`config.mk`:
```
export PLATFORM = sky130hd
export DESIGN_NAME = mcrb_top
export DESIGN_NICKNAME = d
export VERILOG_FILES = /design/src/verilog/mcrb_pkg.sv /design/src/verilog/mcrb_top.sv /design/src/verilog/mcrb_sync_edge.sv /design/src/verilog/mcrb_prescaler.sv
export VERILOG_INCLUDE_DIRS = /design/src /design/src/verilog
export SDC_FILE = /design/constraint.sdc
export NUM_CORES = 1
export LEC_CHECK = 0
export ABC_CLOCK_PERIOD_IN_PS = 2600
export BUFFER_PORTS_ARGS = -buffer_cell sky130_fd_sc_hd__clkbuf_2
export CAP_MARGIN = 15
export CELL_PAD_IN_SITES_DETAIL_PLACEMENT = 1
export CELL_PAD_IN_SITES_GLOBAL_PLACEMENT = 2
export CORE_MARGIN = 2
export CORE_UTILIZATION = 33
export CTS_CLUSTER_SIZE = 14
export DETAILED_ROUTE_END_ITERATION = 8
export PLACE_DENSITY_LB_ADDON = 0.05
export SYNTH_ARGS = -nofsm -noshare
export SYNTH_HDL_FRONTEND = slang
export SYNTH_HIERARCHICAL = 1
export SYNTH_SLANG_ARGS = --single-unit
```
`constraint.sdc`:
```
create_clock -name CLK_IN -period 2.6 [get_ports CLK_IN]
set_clock_uncertainty 0.15 [all_clocks]
set_input_delay 0.52 -clock CLK_IN [delete_from_list [all_inputs] [get_ports CLK_IN]]
set_output_delay 0.52 -clock CLK_IN [all_outputs]
set_load 0.02 [all_outputs]
```
`src/verilog/mcrb_defs.svh`:
```
`ifndef MCRB_DEFS_SVH
`define MCRB_DEFS_SVH

// byte offsets on the register bus
`define MCRB_OFS_COUNTER_AND_INT_CONTROL      8'h00
`define MCRB_OFS_DIR5      8'h04
`define MCRB_OFS_DIR6      8'h08
`define MCRB_OFS_DIR7      8'h0C
`define MCRB_OFS_DIR8      8'h10
`define MCRB_OFS_WDT       8'h14
`define MCRB_OFS_PD2       8'h18
`define MCRB_OFS_OD        8'h1C
`define MCRB_OFS_PH2       8'h20
`define MCRB_OFS_MASK2     8'h24
`define MCRB_OFS_MASK1     8'h28

// register indices
`define MCRB_IDX_COUNTER_AND_INT_CONTROL      4'd0
`define MCRB_IDX_DIR5      4'd1
`define MCRB_IDX_DIR6      4'd2
`define MCRB_IDX_DIR7      4'd3
`define MCRB_IDX_DIR8      4'd4
`define MCRB_IDX_WDT       4'd5
`define MCRB_IDX_PD2       4'd6
`define MCRB_IDX_OD        4'd7
`define MCRB_IDX_PH2       4'd8
`define MCRB_IDX_MASK2     4'd9
`define MCRB_IDX_MASK1     4'd10
`define MCRB_NUM_REGS      11

// implemented-bit masks
`define MCRB_IMPL_COUNTER_AND_INT_CONTROL     8'hFF
`define MCRB_IMPL_DIR5     8'hFF
`define MCRB_IMPL_DIR6     8'hFF
`define MCRB_IMPL_DIR7     8'hFC
`define MCRB_IMPL_DIR8     8'h0F
`define MCRB_IMPL_WDT      8'hCF
`define MCRB_IMPL_PD2      8'hFF
`define MCRB_IMPL_OD       8'hFF
`define MCRB_IMPL_PH2      8'hFF
`define MCRB_IMPL_MASK2    8'hBF
`define MCRB_IMPL_MASK1    8'h3F

// reset values
`define MCRB_RST_COUNTER_AND_INT_CONTROL      8'h00
`define MCRB_RST_DIR5      8'hFF
`define MCRB_RST_DIR6      8'hFF
`define MCRB_RST_DIR7      8'hFC
`define MCRB_RST_DIR8      8'h0F
`define MCRB_RST_WDT       8'h00
`define MCRB_RST_PD2       8'hFF
`define MCRB_RST_OD        8'h00
`define MCRB_RST_PH2       8'hFF
`define MCRB_RST_MASK2     8'h00
`define MCRB_RST_MASK1     8'h00

// field positions and widths
`define MCRB_COUNTER_AND_INT_CONTROL_GIE_BIT  6
`define MCRB_ADDR_W        8
`define MCRB_PRESCALE_W    8

`endif

```
`src/verilog/mcrb_pkg.sv`:
```
`default_nettype none
package mcrb_pkg;

    typedef struct packed {
        logic       ext_irq_edge_sel;
        logic       global_irq_enable;
        logic       counter_source_sel;
        logic       counter_edge_sel;
        logic       counter_prescale_enable;
        logic [2:0] counter_prescale_sel;
    } mcrb_counter_and_int_control_t;

    typedef struct packed {
        logic       watchdog_enable;
        logic       irq_pin_function_sel;
        logic [1:0] unused;
        logic       watchdog_prescale_enable;
        logic [2:0] watchdog_prescale_sel;
    } mcrb_wdt_t;

    typedef struct packed {
        logic disable_irq_instruction;
        logic enable_irq_instruction;
        logic return_from_irq_instruction;
        logic irq_entry;
    } mcrb_core_cmd_t;

endpackage : mcrb_pkg
`default_nettype wire

```
`src/verilog/mcrb_top.sv`:
```
`timescale 1ns/1ps
`default_nettype none
`include "mcrb_defs.svh"
module mcrb_top
    import mcrb_pkg::*;
(
    // clock and reset
    input  wire logic        CLK_IN,
    input  wire logic        RST_N_IN,
    // apb slave
    input  wire logic        PSEL_IN,
    input  wire logic        PENABLE_IN,
    input  wire logic        PWRITE_IN,
    input  wire logic [7:0]  PADDR_IN,
    input  wire logic [31:0] PWDATA_IN,
    output logic             PREADY_OUT,
    output logic [31:0]      PRDATA_OUT,
    output logic             PSLVERR_OUT,
    // core side
    input  wire mcrb_core_cmd_t CORE_CMD_IN,
    input  wire logic        ACC_WR_IN,
    input  wire logic [7:0]  ACC_DATA_IN,
    output logic [7:0]       ACC_OUT,
    // interrupt sources
    input  wire logic [7:0]  IRQ_FLAGS1_IN,
    input  wire logic [7:0]  IRQ_FLAGS2_IN,
    output logic             IRQ_REQ_OUT,
    output logic             EXT_IRQ_EDGE_OUT,
    // counter and watchdog
    input  wire logic        INSTR_CYCLE_TICK_IN,
    input  wire logic        COUNTER_PIN_IN,
    output logic             COUNTER_INC_OUT,
    input  wire logic        WDT_CLK_TICK_IN,
    output logic             WDT_TICK_OUT,
    output logic             WDT_ENABLE_OUT,
    // port six bit zero pin read path
    input  wire logic        PORT6_BIT0_PIN_IN,
    output logic             PORT6_BIT0_READ_OUT,
    // pad controls
    output logic [7:0]       PORT5_DIR_OUT,
    output logic [7:0]       PORT6_DIR_OUT,
    output logic [7:0]       PORT7_DIR_OUT,
    output logic [7:0]       PORT8_DIR_OUT,
    output logic [7:0]       PULL_DOWN2_N_OUT,
    output logic [7:0]       OPEN_DRAIN_OUT,
    output logic [7:0]       PULL_HIGH2_N_OUT
);

    localparam int NREG = `MCRB_NUM_REGS;

    function automatic logic [7:0] impl_mask(input int idx);
        case (idx)
            0:       impl_mask = `MCRB_IMPL_COUNTER_AND_INT_CONTROL;
            1:       impl_mask = `MCRB_IMPL_DIR5;
            2:       impl_mask = `MCRB_IMPL_DIR6;
            3:       impl_mask = `MCRB_IMPL_DIR7;
            4:       impl_mask = `MCRB_IMPL_DIR8;
            5:       impl_mask = `MCRB_IMPL_WDT;
            6:       impl_mask = `MCRB_IMPL_PD2;
            7:       impl_mask = `MCRB_IMPL_OD;
            8:       impl_mask = `MCRB_IMPL_PH2;
            9:       impl_mask = `MCRB_IMPL_MASK2;
            default: impl_mask = `MCRB_IMPL_MASK1;
        endcase
    endfunction : impl_mask

    function automatic logic [7:0] reset_value(input int idx);
        case (idx)
            0:       reset_value = `MCRB_RST_COUNTER_AND_INT_CONTROL;
            1:       reset_value = `MCRB_RST_DIR5;
            2:       reset_value = `MCRB_RST_DIR6;
            3:       reset_value = `MCRB_RST_DIR7;
            4:       reset_value = `MCRB_RST_DIR8;
            5:       reset_value = `MCRB_RST_WDT;
            6:       reset_value = `MCRB_RST_PD2;
            7:       reset_value = `MCRB_RST_OD;
            8:       reset_value = `MCRB_RST_PH2;
            9:       reset_value = `MCRB_RST_MASK2;
            default: reset_value = `MCRB_RST_MASK1;
        endcase
    endfunction : reset_value

    function automatic logic [4:0] decode_addr(input logic [7:0] addr);
        // {hit, index}; unmapped addresses miss
        case (addr)
            `MCRB_OFS_COUNTER_AND_INT_CONTROL:  decode_addr = {1'b1, `MCRB_IDX_COUNTER_AND_INT_CONTROL};
            `MCRB_OFS_DIR5:  decode_addr = {1'b1, `MCRB_IDX_DIR5};
            `MCRB_OFS_DIR6:  decode_addr = {1'b1, `MCRB_IDX_DIR6};
            `MCRB_OFS_DIR7:  decode_addr = {1'b1, `MCRB_IDX_DIR7};
            `MCRB_OFS_DIR8:  decode_addr = {1'b1, `MCRB_IDX_DIR8};
            `MCRB_OFS_WDT:   decode_addr = {1'b1, `MCRB_IDX_WDT};
            `MCRB_OFS_PD2:   decode_addr = {1'b1, `MCRB_IDX_PD2};
            `MCRB_OFS_OD:    decode_addr = {1'b1, `MCRB_IDX_OD};
            `MCRB_OFS_PH2:   decode_addr = {1'b1, `MCRB_IDX_PH2};
            `MCRB_OFS_MASK2: decode_addr = {1'b1, `MCRB_IDX_MASK2};
            `MCRB_OFS_MASK1: decode_addr = {1'b1, `MCRB_IDX_MASK1};
            default:         decode_addr = 5'h00;
        endcase
    endfunction : decode_addr

    // ---------------- bus decode
    logic [7:0]  regs_r [NREG];
    logic        pready_r;
    logic [31:0] prdata_r;
    logic        pslverr_r;
    logic [4:0]  dec;
    logic        hit;
    logic [3:0]  idx;
    logic        access;
    logic        wr_fire;
    logic [7:0]  rd_byte;
    logic [NREG-1:0] wr_sel;

    assign dec     = decode_addr(PADDR_IN);
    assign hit     = dec[4];
    assign idx     = dec[3:0];
    // one wait state: pready rises on the second access cycle
    // ready is low again by the next setup, so back-to-back transfers work
    assign access  = PSEL_IN & PENABLE_IN & !pready_r;
    assign wr_fire = PSEL_IN & PENABLE_IN & pready_r & PWRITE_IN & hit;
    // an index past the table is never read: hit gates it
    assign rd_byte = hit ? regs_r[idx] : 8'h00;

    always_ff @(posedge CLK_IN or negedge RST_N_IN) begin
        if (!RST_N_IN) begin
            pready_r  <= 1'b0;
            prdata_r  <= 32'h0000_0000;
            pslverr_r <= 1'b0;
        end else begin
            pready_r  <= access;
            prdata_r  <= (access & !PWRITE_IN) ? {24'h00_0000, rd_byte} : 32'h0000_0000;
            pslverr_r <= access & !hit;
        end
    end

    // ---------------- global interrupt enable
    mcrb_counter_and_int_control_t counter_and_int_control;
    mcrb_wdt_t  wdt;
    logic       gie_set;
    logic       gie_clr;
    logic       gie_nxt;

    assign counter_and_int_control = mcrb_counter_and_int_control_t'(regs_r[`MCRB_IDX_COUNTER_AND_INT_CONTROL]);
    assign wdt  = mcrb_wdt_t'(regs_r[`MCRB_IDX_WDT]);
    assign gie_set = CORE_CMD_IN.enable_irq_instruction
                   | CORE_CMD_IN.return_from_irq_instruction;
    assign gie_clr = CORE_CMD_IN.disable_irq_instruction
                   | CORE_CMD_IN.irq_entry;
    // core commands beat a bus write landing in the same cycle; set beats clear
    assign gie_nxt = gie_set ? 1'b1 :
                     gie_clr ? 1'b0 :
                     wr_sel[`MCRB_IDX_COUNTER_AND_INT_CONTROL] ? PWDATA_IN[`MCRB_COUNTER_AND_INT_CONTROL_GIE_BIT] :
                     counter_and_int_control.global_irq_enable;

    // ---------------- register storage
    genvar gi;
    generate
        for (gi = 0; gi < NREG; gi++) begin : g_reg
            logic [7:0] wdata_masked;
            logic [7:0] reg_nxt;
            // one write strobe per register
            assign wr_sel[gi]   = wr_fire && idx == 4'(gi);
            // reserved bits are masked off before they reach the flops
            assign wdata_masked = PWDATA_IN[7:0] & impl_mask(gi);
            if (gi == `MCRB_IDX_COUNTER_AND_INT_CONTROL) begin : g_counter_and_int_control
                assign reg_nxt = {wr_sel[gi] ? wdata_masked[7] : regs_r[gi][7],
                                  gie_nxt,
                                  wr_sel[gi] ? wdata_masked[5:0] : regs_r[gi][5:0]};
            end else begin : g_plain
                assign reg_nxt = wr_sel[gi] ? wdata_masked : regs_r[gi];
            end
            always_ff @(posedge CLK_IN or negedge RST_N_IN) begin
                if (!RST_N_IN) begin
                    regs_r[gi] <= reset_value(gi);
                end else begin
                    regs_r[gi] <= reg_nxt;
                end
            end
        end
    endgenerate

    // ---------------- accumulator, core-only storage
    logic [7:0] acc_r;

    always_ff @(posedge CLK_IN or negedge RST_N_IN) begin
        if (!RST_N_IN) begin
            acc_r <= 8'h00;
        end else if (ACC_WR_IN) begin
            acc_r <= ACC_DATA_IN;
        end
    end

    // ---------------- pins
    // both pins cross into this clock through two flops first
    logic ipin_level;
    logic ipin_rise;
    logic ipin_fall;
    logic cpin_rise;
    logic cpin_fall;

    mcrb_sync_edge u_irq_pin (
        .clk_in    (CLK_IN),
        .rst_n_in  (RST_N_IN),
        .pin_in    (PORT6_BIT0_PIN_IN),
        .level_out (ipin_level),
        .rise_out  (ipin_rise),
        .fall_out  (ipin_fall)
    );

    mcrb_sync_edge u_cnt_pin (
        .clk_in    (CLK_IN),
        .rst_n_in  (RST_N_IN),
        .pin_in    (COUNTER_PIN_IN),
        .level_out (),
        .rise_out  (cpin_rise),
        .fall_out  (cpin_fall)
    );

    // ---------------- external interrupt edge
    logic ext_sel_edge;
    logic ext_edge;

    assign ext_sel_edge = counter_and_int_control.ext_irq_edge_sel ? ipin_fall : ipin_rise;
    // path masked unless the pin is in its interrupt function
    // the pin's direction bit is not forced here; software must float it
    assign ext_edge     = wdt.irq_pin_function_sel & ext_sel_edge;

    // ---------------- cycle counter tick
    logic cnt_pin_evt;
    logic cnt_src_tick;
    logic cnt_tick;

    assign cnt_pin_evt  = counter_and_int_control.counter_edge_sel ? cpin_fall : cpin_rise;
    assign cnt_src_tick = counter_and_int_control.counter_source_sel ? cnt_pin_evt : INSTR_CYCLE_TICK_IN;

    // prescale counters run on across ratio changes, so the first period after one may be short
    mcrb_prescaler #(.W(`MCRB_PRESCALE_W)) u_cnt_pre (
        .clk_in    (CLK_IN),
        .rst_n_in  (RST_N_IN),
        .enable_in (counter_and_int_control.counter_prescale_enable),
        .sel_in    (counter_and_int_control.counter_prescale_sel),
        .tick_in   (cnt_src_tick),
        .tick_out  (cnt_tick)
    );

    // ---------------- watchdog tick
    logic wdt_tick;

    mcrb_prescaler #(.W(`MCRB_PRESCALE_W)) u_wdt_pre (
        .clk_in    (CLK_IN),
        .rst_n_in  (RST_N_IN),
        .enable_in (wdt.watchdog_prescale_enable),
        .sel_in    (wdt.watchdog_prescale_sel),
        .tick_in   (WDT_CLK_TICK_IN),
        .tick_out  (wdt_tick)
    );

    // ---------------- interrupt request
    // registered, so the request trails the flags by one edge
    logic [7:0] pend1;
    logic [7:0] pend2;
    logic       irq_nxt;

    assign pend1   = IRQ_FLAGS1_IN & regs_r[`MCRB_IDX_MASK1];
    assign pend2   = IRQ_FLAGS2_IN & regs_r[`MCRB_IDX_MASK2];
    assign irq_nxt = counter_and_int_control.global_irq_enable & (|pend1 | |pend2);

    // ---------------- registered outputs
    // every pulse leaves through a flop, so the outputs never glitch
    logic irq_r;
    logic ext_r;
    logic cnt_r;
    logic wdt_r;
    logic p60_r;

    always_ff @(posedge CLK_IN or negedge RST_N_IN) begin
        if (!RST_N_IN) begin
            irq_r <= 1'b0;
            ext_r <= 1'b0;
            cnt_r <= 1'b0;
            wdt_r <= 1'b0;
            p60_r <= 1'b0;
        end else begin
            irq_r <= irq_nxt;
            ext_r <= ext_edge;
            cnt_r <= cnt_tick;
            wdt_r <= wdt_tick & wdt.watchdog_enable;
            p60_r <= ipin_level;
        end
    end

    assign PREADY_OUT          = pready_r;
    assign PRDATA_OUT          = prdata_r;
    assign PSLVERR_OUT         = pslverr_r;
    assign ACC_OUT             = acc_r;
    assign IRQ_REQ_OUT         = irq_r;
    assign EXT_IRQ_EDGE_OUT    = ext_r;
    assign COUNTER_INC_OUT     = cnt_r;
    assign WDT_TICK_OUT        = wdt_r;
    assign WDT_ENABLE_OUT      = wdt.watchdog_enable;
    assign PORT6_BIT0_READ_OUT = p60_r;
    // direction 0 drives the pad, 1 floats it
    assign PORT5_DIR_OUT       = regs_r[`MCRB_IDX_DIR5];
    assign PORT6_DIR_OUT       = regs_r[`MCRB_IDX_DIR6];
    assign PORT7_DIR_OUT       = regs_r[`MCRB_IDX_DIR7];
    assign PORT8_DIR_OUT       = regs_r[`MCRB_IDX_DIR8];
    assign PULL_DOWN2_N_OUT    = regs_r[`MCRB_IDX_PD2];
    assign OPEN_DRAIN_OUT      = regs_r[`MCRB_IDX_OD];
    assign PULL_HIGH2_N_OUT    = regs_r[`MCRB_IDX_PH2];

endmodule : mcrb_top
`default_nettype wire

```
`src/verilog/mcrb_sync_edge.sv`:
```
`timescale 1ns/1ps
`default_nettype none
module mcrb_sync_edge (
    // clock and reset
    input  wire logic clk_in,
    input  wire logic rst_n_in,
    // pin and results
    input  wire logic pin_in,
    output logic      level_out,
    output logic      rise_out,
    output logic      fall_out
);
    logic meta_r;
    logic sync_r;
    logic prev_r;

    // first stage feeds only the second
    always_ff @(posedge clk_in or negedge rst_n_in) begin
        if (!rst_n_in) begin
            meta_r <= 1'b0;
            sync_r <= 1'b0;
            prev_r <= 1'b0;
        end else begin
            meta_r <= pin_in;
            sync_r <= meta_r;
            prev_r <= sync_r;
        end
    end

    assign level_out = sync_r;
    assign rise_out  = sync_r & ~prev_r;
    assign fall_out  = ~sync_r & prev_r;
endmodule : mcrb_sync_edge
`default_nettype wire

```
`src/verilog/mcrb_prescaler.sv`:
```
`timescale 1ns/1ps
`default_nettype none
module mcrb_prescaler #(
    parameter int W = 8
) (
    // clock and reset
    input  wire logic       clk_in,
    input  wire logic       rst_n_in,
    // control
    input  wire logic       enable_in,
    input  wire logic [2:0] sel_in,
    // ticks
    input  wire logic       tick_in,
    output logic            tick_out
);
    logic [W-1:0] cnt_r;
    logic [W-1:0] wrap_mask;

    // ratio is 2**(sel+1): pulse when the low sel+1 bits are all ones
    assign wrap_mask = W'((16'h0002 << sel_in) - 16'h0001);
    assign tick_out  = tick_in & (!enable_in | ((cnt_r & wrap_mask) == wrap_mask));

    always_ff @(posedge clk_in or negedge rst_n_in) begin
        if (!rst_n_in) begin
            cnt_r <= '0;
        end else if (tick_in) begin
            cnt_r <= cnt_r + W'(1);
        end
    end
endmodule : mcrb_prescaler
`default_nettype wire

```
==> impl_metrics.py, run 1 <==
metrics = {
    "route": {
        "wirelength_um": 19400,
        "wl_per_cell_um": 19.8,
        "route.detailed.drc": 0,
        "drtPass1Iterations": 7,
        "ant_nets": 0,
        "via_count": 4801,
        "viasPerCell": 4.91,
        "drt_iter0_drc": 152,
    },
    "placed_design": {
        "hpwl_um": 14700,
        "routabilityCongestion": 0.804,
        "dp.cells": 944,
        "place_area_um2": 7330,
        "port_buffers": 124,
    },
    "logic_synthesis": {
        "synth_top_family_by_area": "multiplexers",
        "ys_warn_count": 6,
        "synth_ff_type": "dfrtp_1",
        "synthArstFlopShare": 1.00,
        "ys_seq_elements": 122,
        "seq_area_frac_synth": 0.477,
        "yosys-mux-area-fraction": 0.174,
        "synth-compound-area-share": 0.0961,
        "synth-xor-area-share": 0.0242,
        "synthCells": 578,
        "synth_fa_ha_area_frac": 0.00769,
        "syn-cell-area_um2": 6510,
        "synth_edf_count": 0,
        "syn_area_per_cell_um2": 11.3,
        "synthSimpleGateAreaFrac": 0.106,
        "ys_types": 58,
    },
    "critical_path": {
        "slowest_stage": "a2111oi_0",
        "arrival_ns": 2.49,
        "cp_max_fo": 13,
        "critPathTopFamily": "compound AO/OA/AOI/OAI gates",
        "critical_path_class": "in -> reg",
        "r2r.worst_path.cells": 9,
        "cpMostUsedCell": "buf_4",
        "worst-path-buf-inv": 3,
        "cp-start-kind": "primary input",
        "worst_ep_required_time_ns": 2.80,
        "worst-path-stages": 7,
        "max_stage_delay_ns": 0.55,
        "crit_path_end_kind": "flop",
        "crit_path_cell_trace": "clkbuf_2 -> buf_4 -> nor2b_1 -> and3_1 -> a21oi_1 -> a2111oi_0 -> buf_4",
    },
    "sta": {
        "setup_tns_ns": 0,
        "slew_violations": 0,
        "fmax_mhz": 438,
        "finalCritPeriodShare": 0.878,
        "hold_ws_ns": 0.0590,
        "setup_viol": 0,
        "slew_headroom": 0.618,
        "period_needed_ns": 2.28,
        "rsz0062_at_grt": "no",
        "hold_violations": 0,
        "tightestPinTransition_ns": 0.559,
    },
    "die": {
        "die_w_um": 144,
        "die_area_um2": 20900,
        "rows": 51,
        "io_pins": 182,
        "initial_core_util": 0.336,
        "core_um2": 19400,
        "dieHeight_um": 144,
    },
    "power_and_ir_drop": {
        "p_leak_nw": 3.83,
        "peakVddDrop_uv": 414,
        "power.density_nw_per_um2": 686,
    },
    "final_layout": {
        "layout_common_cells": "clkbuf_2, mux2_2, dfrtp_1",
        "layout_commonest_cell": "clkbuf_2",
        "syn_to_final_growth_pct": 23.2,
        "antenna_cells": 0,
        "design_area_um2": 8020,
        "drive_gt1_frac": 0.497,
        "nNetsFinal": 781,
        "layout.cells.non_filler": 977,
        "utilization": 0.413,
    },
    "grt": {
        "grt_pass1_vias": 5067,
        "grt_antenna_before_repair": 0,
        "grt_max_degree": 66,
        "gr-total-overflow": 0,
        "grt_pass1_wl_um": 29600,
        "grt_usage": 0.192,
    },
    "clocking": {
        "cts_tree": "done",
        "cts_setup_buffers": 0,
        "cts.htree.levels": 4,
        "clock_sinks": 122,
        "cts_buffers": 17,
        "clockRootBuffer": "clkbuf_16",
        "path_clk_slew_ns": 0.06,
        "ctsResizeCount": 0,
        "cts_buffer_depth": 2,
        "clkLatencyLatePin_ns": 0.41,
    },
    "job": {
        "cap_violations": 0,
    },
    "worst_hold_path": {
        "hold_path.class": "in -> reg",
        "hold_depth": 1,
    },
    "status": {
        "status": "completed",
    },
}
where the power goes:
group	switching, mW	internal, mW
registers	0.153	2.04
clock network	0.901	1.83
logic	0.334	0.249
state kept, by name (all words and copies together) (netlist names), 4 cells and up:
| register | count |
|---|---|
| PRDATA_OUT | 8 |
| PORT7_DIR_OUT | 6 |
| ACC_OUT | 8 |
| wdt | 6 |
| PORT8_DIR_OUT | 4 |
| regs_r | 13 |
| PULL_DOWN2_N_OUT | 8 |
| u_cnt_pre/cnt_r | 8 |
| PORT5_DIR_OUT | 8 |
| counter_and_int_control | 8 |
| PULL_HIGH2_N_OUT | 8 |
| OPEN_DRAIN_OUT | 8 |
| PORT6_DIR_OUT | 8 |
| u_wdt_pre/cnt_r | 8 |
cell families (layout without fill, tap and decap cells):
logic type | Yosys count | count (layout)
buffers and inverters | 116 | 221
other | 1 | 30
AND/OR/NAND/NOR | 125 | 125
flip-flops | 122 | 122
multiplexers | 102 | 102
adder cells (fa/ha/maj) | 4 | 4
XOR/XNOR | 18 | 18
AO/OA/AOI/OAI | 90 | 90
routing by layer:
metal	global-route usage	routed length, um	vias up
li1	-	-	2203
met1	0.262	9090	2452
met2	0.309	9140	127
met3	0.0338	832	19
met4	0.0664	304	0
met5	0	0	-
path summary, 6_finish.rpt:
kind / endpoint / slack (ns) / from
min reg2reg: u_cnt_pin/level_out / 0.20 / u_cnt_pin/meta_r
max: PRDATA_OUT[0] / 0.32 / PADDR_IN[2]
min: u_irq_pin/meta_r / 0.06 / PORT6_BIT0_PIN_IN
max in group asynchronous: PULL_HIGH2_N_OUT[6] / 1.37 / RST_N_IN
min in group asynchronous: u_cnt_pre/cnt_r[5] / 0.56 / RST_N_IN
max reg2reg: WDT_TICK_OUT / 0.38 / wdt[2]
metrics by stage:
| step | setup WS (ns) | power, mW |
|---|---|---|
| finish | 0.316 | 5.50 |
| CTS | 0.317 | 5.59 |
| detailed placement | -0.107 | 2.80 |
| global route | 0.180 | 5.76 |
| global placement | -0.132 | 2.79 |
| floorplan | 0.181 | 2.59 |
cells in the mapped netlist (all sizes together), types with 6 or more instances:
| cell | count | area [um2] |
|---|---|---|
| nand3 | 10 | 50.1 |
| and3 | 7 | 43.8 |
| nor2b | 6 | 37.5 |
| inv | 12 | 45.1 |
| nor4 | 6 | 67.6 |
| xor2 | 8 | 70.1 |
| buf | 88 | 639 |
| nand2 | 39 | 146 |
| clkbuf | 16 | 62.6 |
| o21ai | 25 | 125 |
| dfrtp | 80 | 2000 |
| a221oi | 8 | 82.6 |
| a22oi | 6 | 45.0 |
| nand4 | 10 | 62.6 |
| xnor2 | 10 | 87.6 |
| mux2i | 12 | 120 |
| nor2 | 20 | 82.6 |
| nor3 | 10 | 60.1 |
| dfstp | 42 | 1100 |
| a21oi | 17 | 85.1 |
| mux2 | 90 | 1010 |
cell type report:
type                            count  area (um2)
Sequential cell                   122        3110
Timing Repair Buffer              177        1090
Fill cell                        2174       11400
Tap cell                          265         332
Inverter                           12        45.0
Multi-Input combinational cell    369        2770
Clock inverter                     14         244
Clock buffer                       18         439
timing repair:
action                                  4_1_cts  5_1_grt
hold endpoints to repair                     52        0
endpoints found under the setup margin        0        0
hold buffers                                  1        0
Power figures use the tool's default switching activity.
==> run 2: changes to the inputs <==
--- a/config.mk
+++ b/config.mk
@@ -16,6 +16,7 @@
 export CTS_CLUSTER_SIZE = 14
 export DETAILED_ROUTE_END_ITERATION = 8
 export PLACE_DENSITY_LB_ADDON = 0.05
+export SLEW_MARGIN = 20
 export SYNTH_ARGS = -nofsm -noshare
 export SYNTH_HDL_FRONTEND = slang
 export SYNTH_HIERARCHICAL = 1
==> constraint.sdc (replaced) <==
create_clock -name CLK_IN -period 2.6 [get_ports CLK_IN]
set_clock_uncertainty 0.15 [all_clocks]
set_input_delay 0.26 -clock CLK_IN [delete_from_list [all_inputs] [get_ports CLK_IN]]
set_output_delay 0.26 -clock CLK_IN [all_outputs]
set_load 0.02 [all_outputs]
==> impl_metrics.py, run 2 (synthesis gave the netlist of run 1 again) <==
metrics = {
    "status": {
        "status": "completed",
    },
    "clocking": {
        "cts_buffers": 17,
        "cts_tree": "done",
        "cts_setup_buffers": 0,
        "cts.htree.levels": 4,
        "cts_buffer_depth": 2,
        "path_clk_slew_ns": 0.06,
        "clkLatencyLatePin_ns": 0.41,
        "clockRootBuffer": "clkbuf_16",
        "clock_sinks": 122,
    },
    "final_layout": {
        "nNetsFinal": 785,
        "drive_gt1_frac": 0.480,
        "largest_register": "regs_r",
        "largest_register_ffs": 13,
        "layout_commonest_cell": "clkbuf_2",
        "layout_common_cells": "clkbuf_2, mux2_2, dfrtp_1",
        "layout.cells.non_filler": 981,
        "antenna_cells": 0,
        "syn_to_final_growth_pct": 23.1,
        "design_area_um2": 8010,
    },
    "critical_path": {
        "critPathTopFamily": "buffers and inverters",
        "worst-path-stages": 8,
        "r2r.worst_path.cells": 8,
        "max_stage_delay_ns": 0.57,
        "reg2reg_to": "counter_and_int_control[6]",
        "slowest_stage": "dlygate4sd3_1",
        "crit_path_end_kind": "flop",
        "cp_max_fo": 4,
        "worst-path-buf-inv": 3,
        "r2r_slack_ns": 0.21,
        "reg2reg_from": "PREADY_OUT",
        "cpMostUsedCell": "buf_4",
        "cp-endpoint": "counter_and_int_control[6]",
        "arrival_ns": 2.59,
        "crit_start": "PREADY_OUT",
        "crit_path_cell_trace": "nand4_1 -> buf_4 -> nor2_1 -> nand3_1 -> buf_4 -> mux2i_1 -> o31ai_1 -> dlygate4sd3_1",
        "critical_path_class": "reg -> reg",
        "cp-start-kind": "flop",
        "worst_ep_required_time_ns": 2.80,
    },
    "die": {
        "dieHeight_um": 144,
        "die_w_um": 144,
        "core_um2": 19400,
        "rows": 51,
        "die_area_um2": 20900,
        "initial_core_util": 0.336,
        "io_pins": 182,
    },
    "worst_hold_path": {
        "hold_path.class": "in -> reg",
        "hp-start": "IRQ_FLAGS2_IN[4]",
    },
    "sta": {
        "slew_headroom": 0.629,
        "slew_violations": 0,
        "period_needed_ns": 2.39,
        "setup_viol": 0,
        "hold_violations": 0,
        "fmax_mhz": 418,
        "finalCritPeriodShare": 0.920,
        "tightestPinTransition_ns": 0.543,
        "rsz0062_at_grt": "no",
        "setup_tns_ns": 0,
    },
    "grt": {
        "gr-total-overflow": 0,
        "grt_pass1_wl_um": 30000,
        "grt_pass1_vias": 5121,
        "grt_max_degree": 72,
        "grt_usage": 0.196,
        "grt_antenna_before_repair": 1,
    },
    "placed_design": {
        "routabilityCongestion": 0.764,
        "dp.cells": 935,
        "hpwl_um": 14700,
        "port_buffers": 124,
        "place_area_um2": 7250,
    },
    "power_and_ir_drop": {
        "p_comb_frac": 0.112,
        "switching_share": 0.257,
        "total_power_mw": 5.30,
        "seqPwrFrac": 0.413,
        "p_leak_nw": 3.81,
        "p_sw_mw": 1.36,
        "power.density_nw_per_um2": 661,
        "intPower_mw": 3.94,
        "peakVddDrop_uv": 407,
        "clkPwrFrac": 0.475,
    },
    "route": {
        "route.detailed.drc": 0,
        "viasPerCell": 4.93,
        "wl_per_cell_um": 19.9,
        "drt_iter0_drc": 141,
        "drtPass1Iterations": 4,
        "ant_nets": 0,
        "via_count": 4834,
        "wirelength_um": 19500,
    },
    "job": {
        "cap_violations": 0,
    },
}
run 2: cell count changes in the layout (fill, tap and decap cells not counted), sizes merged:
cell,delta
dlygate4sd3,+13
buf,-9
bufinv,-2
clkbuf,+2
clkinvlp,+1
inv,-1
run 2: cell type report:
cell class	count	area (um2)
flip-flops and latches	122	3110
clock buffers	20	457
fillers	2189	11400
clock inverters	12	171
repair buffers	181	1140
multi-input cells	369	2770
well taps	265	332
inverters	12	45.0
run 2: tightest hold or removal path: cells and delay by family:
kind	cells	cell delay, ns
compound gates	2	0.17
buf+inv	1	0.08
simple gates	1	0.07
run 2: routing by layer:
layer | track usage | vias to the layer above | wire length, um
met4 | 0.0572 | 2 | 236
met3 | 0.0341 | 17 | 748
met2 | 0.326 | 114 | 9570
li1 | - | 2212 | -
met1 | 0.261 | 2489 | 8960
met5 | 0 | - | 13
run 2: how the worst min path moves through the flow:
stage / slack [ns] / cells after the start / to
final: 0.06 / 4 / IRQ_REQ_OUT
after detailed placement: 0.01 / 1 / u_cnt_pre/cnt_r[6]
after global routing: 0.07 / 3 / PREADY_OUT
after CTS: 0.04 / 4 / IRQ_REQ_OUT
after global placement: 0.007 / 1 / u_cnt_pre/cnt_r[6]
after floorplan: -0.19 / 0 / ACC_OUT[0]
run 2: power groups by stage:
stage,clock [mW],combinational [mW],sequential [mW]
3_5_place_dp,0,0.583,2.22
3_3_place_gp,0,0.568,2.22
5_1_grt,2.67,0.660,2.22
6_report,2.52,0.592,2.19
4_1_cts,2.59,0.600,2.19
2_1_floorplan,0,0.391,2.20
run 2: repair_timing:
action / in CTS / in global routing
hold buffers: 14 / 0
endpoints found under the hold margin: 73 / 0
resized for setup: 0 / 0
run 2: per-stage QoR:
step | setup slack, ns | util | hold slack, ns
floorplan | 0.441 | - | -0.186
global placement | 0.0321 | 0.374 | 0.00729
detailed placement | 0.0561 | 0.374 | 0.0103
CTS | 0.179 | 0.413 | 0.0429
global route | 0.00911 | 0.413 | 0.0743
finish | 0.209 | 0.413 | 0.0572
==> run 3: changes to the inputs <==
--- a/config.mk
+++ b/config.mk
@@ -15,7 +15,7 @@
 export CORE_UTILIZATION = 33
 export CTS_CLUSTER_SIZE = 14
 export DETAILED_ROUTE_END_ITERATION = 8
-export PLACE_DENSITY_LB_ADDON = 0.05
+export PLACE_DENSITY = 0.79
 export SLEW_MARGIN = 20
 export SYNTH_ARGS = -nofsm -noshare
 export SYNTH_HDL_FRONTEND = slang
==> impl_metrics.py, run 3 (synthesis gave the netlist of run 1 again) <==
metrics = {
    "die": {
        "rows": 51,
        "io_pins": 182,
        "dieHeight_um": 144,
        "die_w_um": 144,
        "die_area_um2": 20900,
        "core_um2": 19400,
        "initial_core_util": 0.336,
    },
    "placed_design": {
        "place_area_um2": 7210,
        "port_buffers": 124,
        "routabilityCongestion": 0.839,
        "hpwl_um": 14600,
        "dp_slack_ns": -0.0575,
        "dp.cells": 933,
    },
    "clocking": {
        "clockRootBuffer": "clkbuf_16",
        "cts.htree.levels": 4,
        "cts_tree": "done",
        "path_clk_slew_ns": 0.06,
        "clock_sinks": 122,
        "clkLatencyLatePin_ns": 0.42,
        "cts_buffers": 17,
        "cts_buffer_depth": 2,
        "cts_setup_buffers": 0,
    },
    "final_layout": {
        "nNetsFinal": 783,
        "layout_commonest_cell": "clkbuf_2",
        "layout_common_cells": "clkbuf_2, mux2_2, dfrtp_1",
        "largest_register_ffs": 13,
        "design_area_um2": 7970,
        "largest_register": "regs_r",
        "syn_to_final_growth_pct": 22.3,
        "layout.cells.non_filler": 979,
        "antenna_cells": 0,
        "drive_gt1_frac": 0.476,
        "utilization": 0.411,
    },
    "critical_path": {
        "critical_path_class": "reg -> reg",
        "cp_max_fo": 7,
        "crit_start": "wdt[2]",
        "crit_path_end_kind": "flop",
        "cp-start-kind": "flop",
        "worst_ep_required_time_ns": 2.82,
        "r2r.worst_path.cells": 7,
        "reg2reg_to": "WDT_TICK_OUT",
        "arrival_ns": 2.59,
        "reg2reg_from": "wdt[2]",
        "r2r_slack_ns": 0.23,
        "cp-endpoint": "WDT_TICK_OUT",
    },
    "route": {
        "viasPerCell": 4.95,
        "wl_per_cell_um": 20.0,
        "drt_iter0_drc": 211,
        "ant_nets": 0,
        "drtPass1Iterations": 6,
        "via_count": 4850,
        "route.detailed.drc": 0,
        "wirelength_um": 19600,
    },
    "power_and_ir_drop": {
        "power.density_nw_per_um2": 662,
        "total_power_mw": 5.27,
        "peakVddDrop_uv": 449,
        "p_leak_nw": 3.80,
    },
    "sta": {
        "slew_violations": 0,
        "setup_tns_ns": 0,
        "tightestPinTransition_ns": 0.701,
        "finalCritPeriodShare": 0.912,
        "setup_slack_ns": 0.229,
        "rsz0062_at_grt": "no",
        "slew_headroom": 0.528,
        "hold_violations": 0,
        "hold_ws_ns": 0.0276,
        "fmax_mhz": 422,
        "setup_viol": 0,
        "period_needed_ns": 2.37,
    },
    "grt": {
        "grt_usage": 0.194,
        "gr-total-overflow": 0,
        "grt_max_degree": 62,
        "grt_antenna_before_repair": 0,
        "grt_pass1_vias": 5263,
        "grt_pass1_wl_um": 30100,
    },
    "worst_hold_path": {
        "hold_path.class": "in -> reg",
    },
    "job": {
        "cap_violations": 0,
    },
    "status": {
        "status": "completed",
    },
}
[run 3: cell count changes in the layout (fill, tap and decap cells not counted), sizes merged]
cell / delta
clkbuf: +5
clkinvlp: -3
clkinv: -1
bufinv: -1
buf: -2
[run 3: per-layer routing]
metal,vias up,global-route usage,part of all wire
met5,-,0,0
met4,0,0.0511,0.015
met3,24,0.0467,0.053
met2,136,0.341,0.51
met1,2475,0.238,0.42
li1,2215,-,-
[run 3: worst min-delay path by stage]
stage | start | to | cells past startpoint
final | IRQ_FLAGS2_IN[5] | IRQ_REQ_OUT | 4
after CTS | IRQ_FLAGS2_IN[5] | IRQ_REQ_OUT | 4
after floorplan | RST_N_IN | ACC_OUT[0] | 0
after detailed placement | RST_N_IN | COUNTER_INC_OUT | 1
after global routing | IRQ_FLAGS2_IN[1] | IRQ_REQ_OUT | 4
after global placement | RST_N_IN | COUNTER_INC_OUT | 1
[run 3: layout make-up]
class,instances,area (um2)
Inverter,12,45.0
Clock buffer,25,505
Multi-Input combinational cell,369,2770
Sequential cell,122,3110
Timing Repair Buffer,179,1100
Tap cell,265,332
Clock inverter,7,114
Fill cell,2175,11400
[run 3: power by group]
group	total [mW]	switching (mW)	internal [mW]
clock network	2.48	0.851	1.63
registers	2.19	0.156	2.04
logic	0.600	0.345	0.255
[run 3: critical path, stage by stage (launching register included)]
cell and delay (ns):
dfrtp_1 0.47, nor3_1 0.39, inv_1 0.12, ha_1 0.31, xnor2_1 0.27, o221ai_2 0.16, a221oi_2 0.29, and2_1 0.15
[run 3: timing repair]
item | in CTS | in global routing
hold buffers | 14 | 0
resized for setup | 0 | 0
hold endpoints to repair | 33 | 0
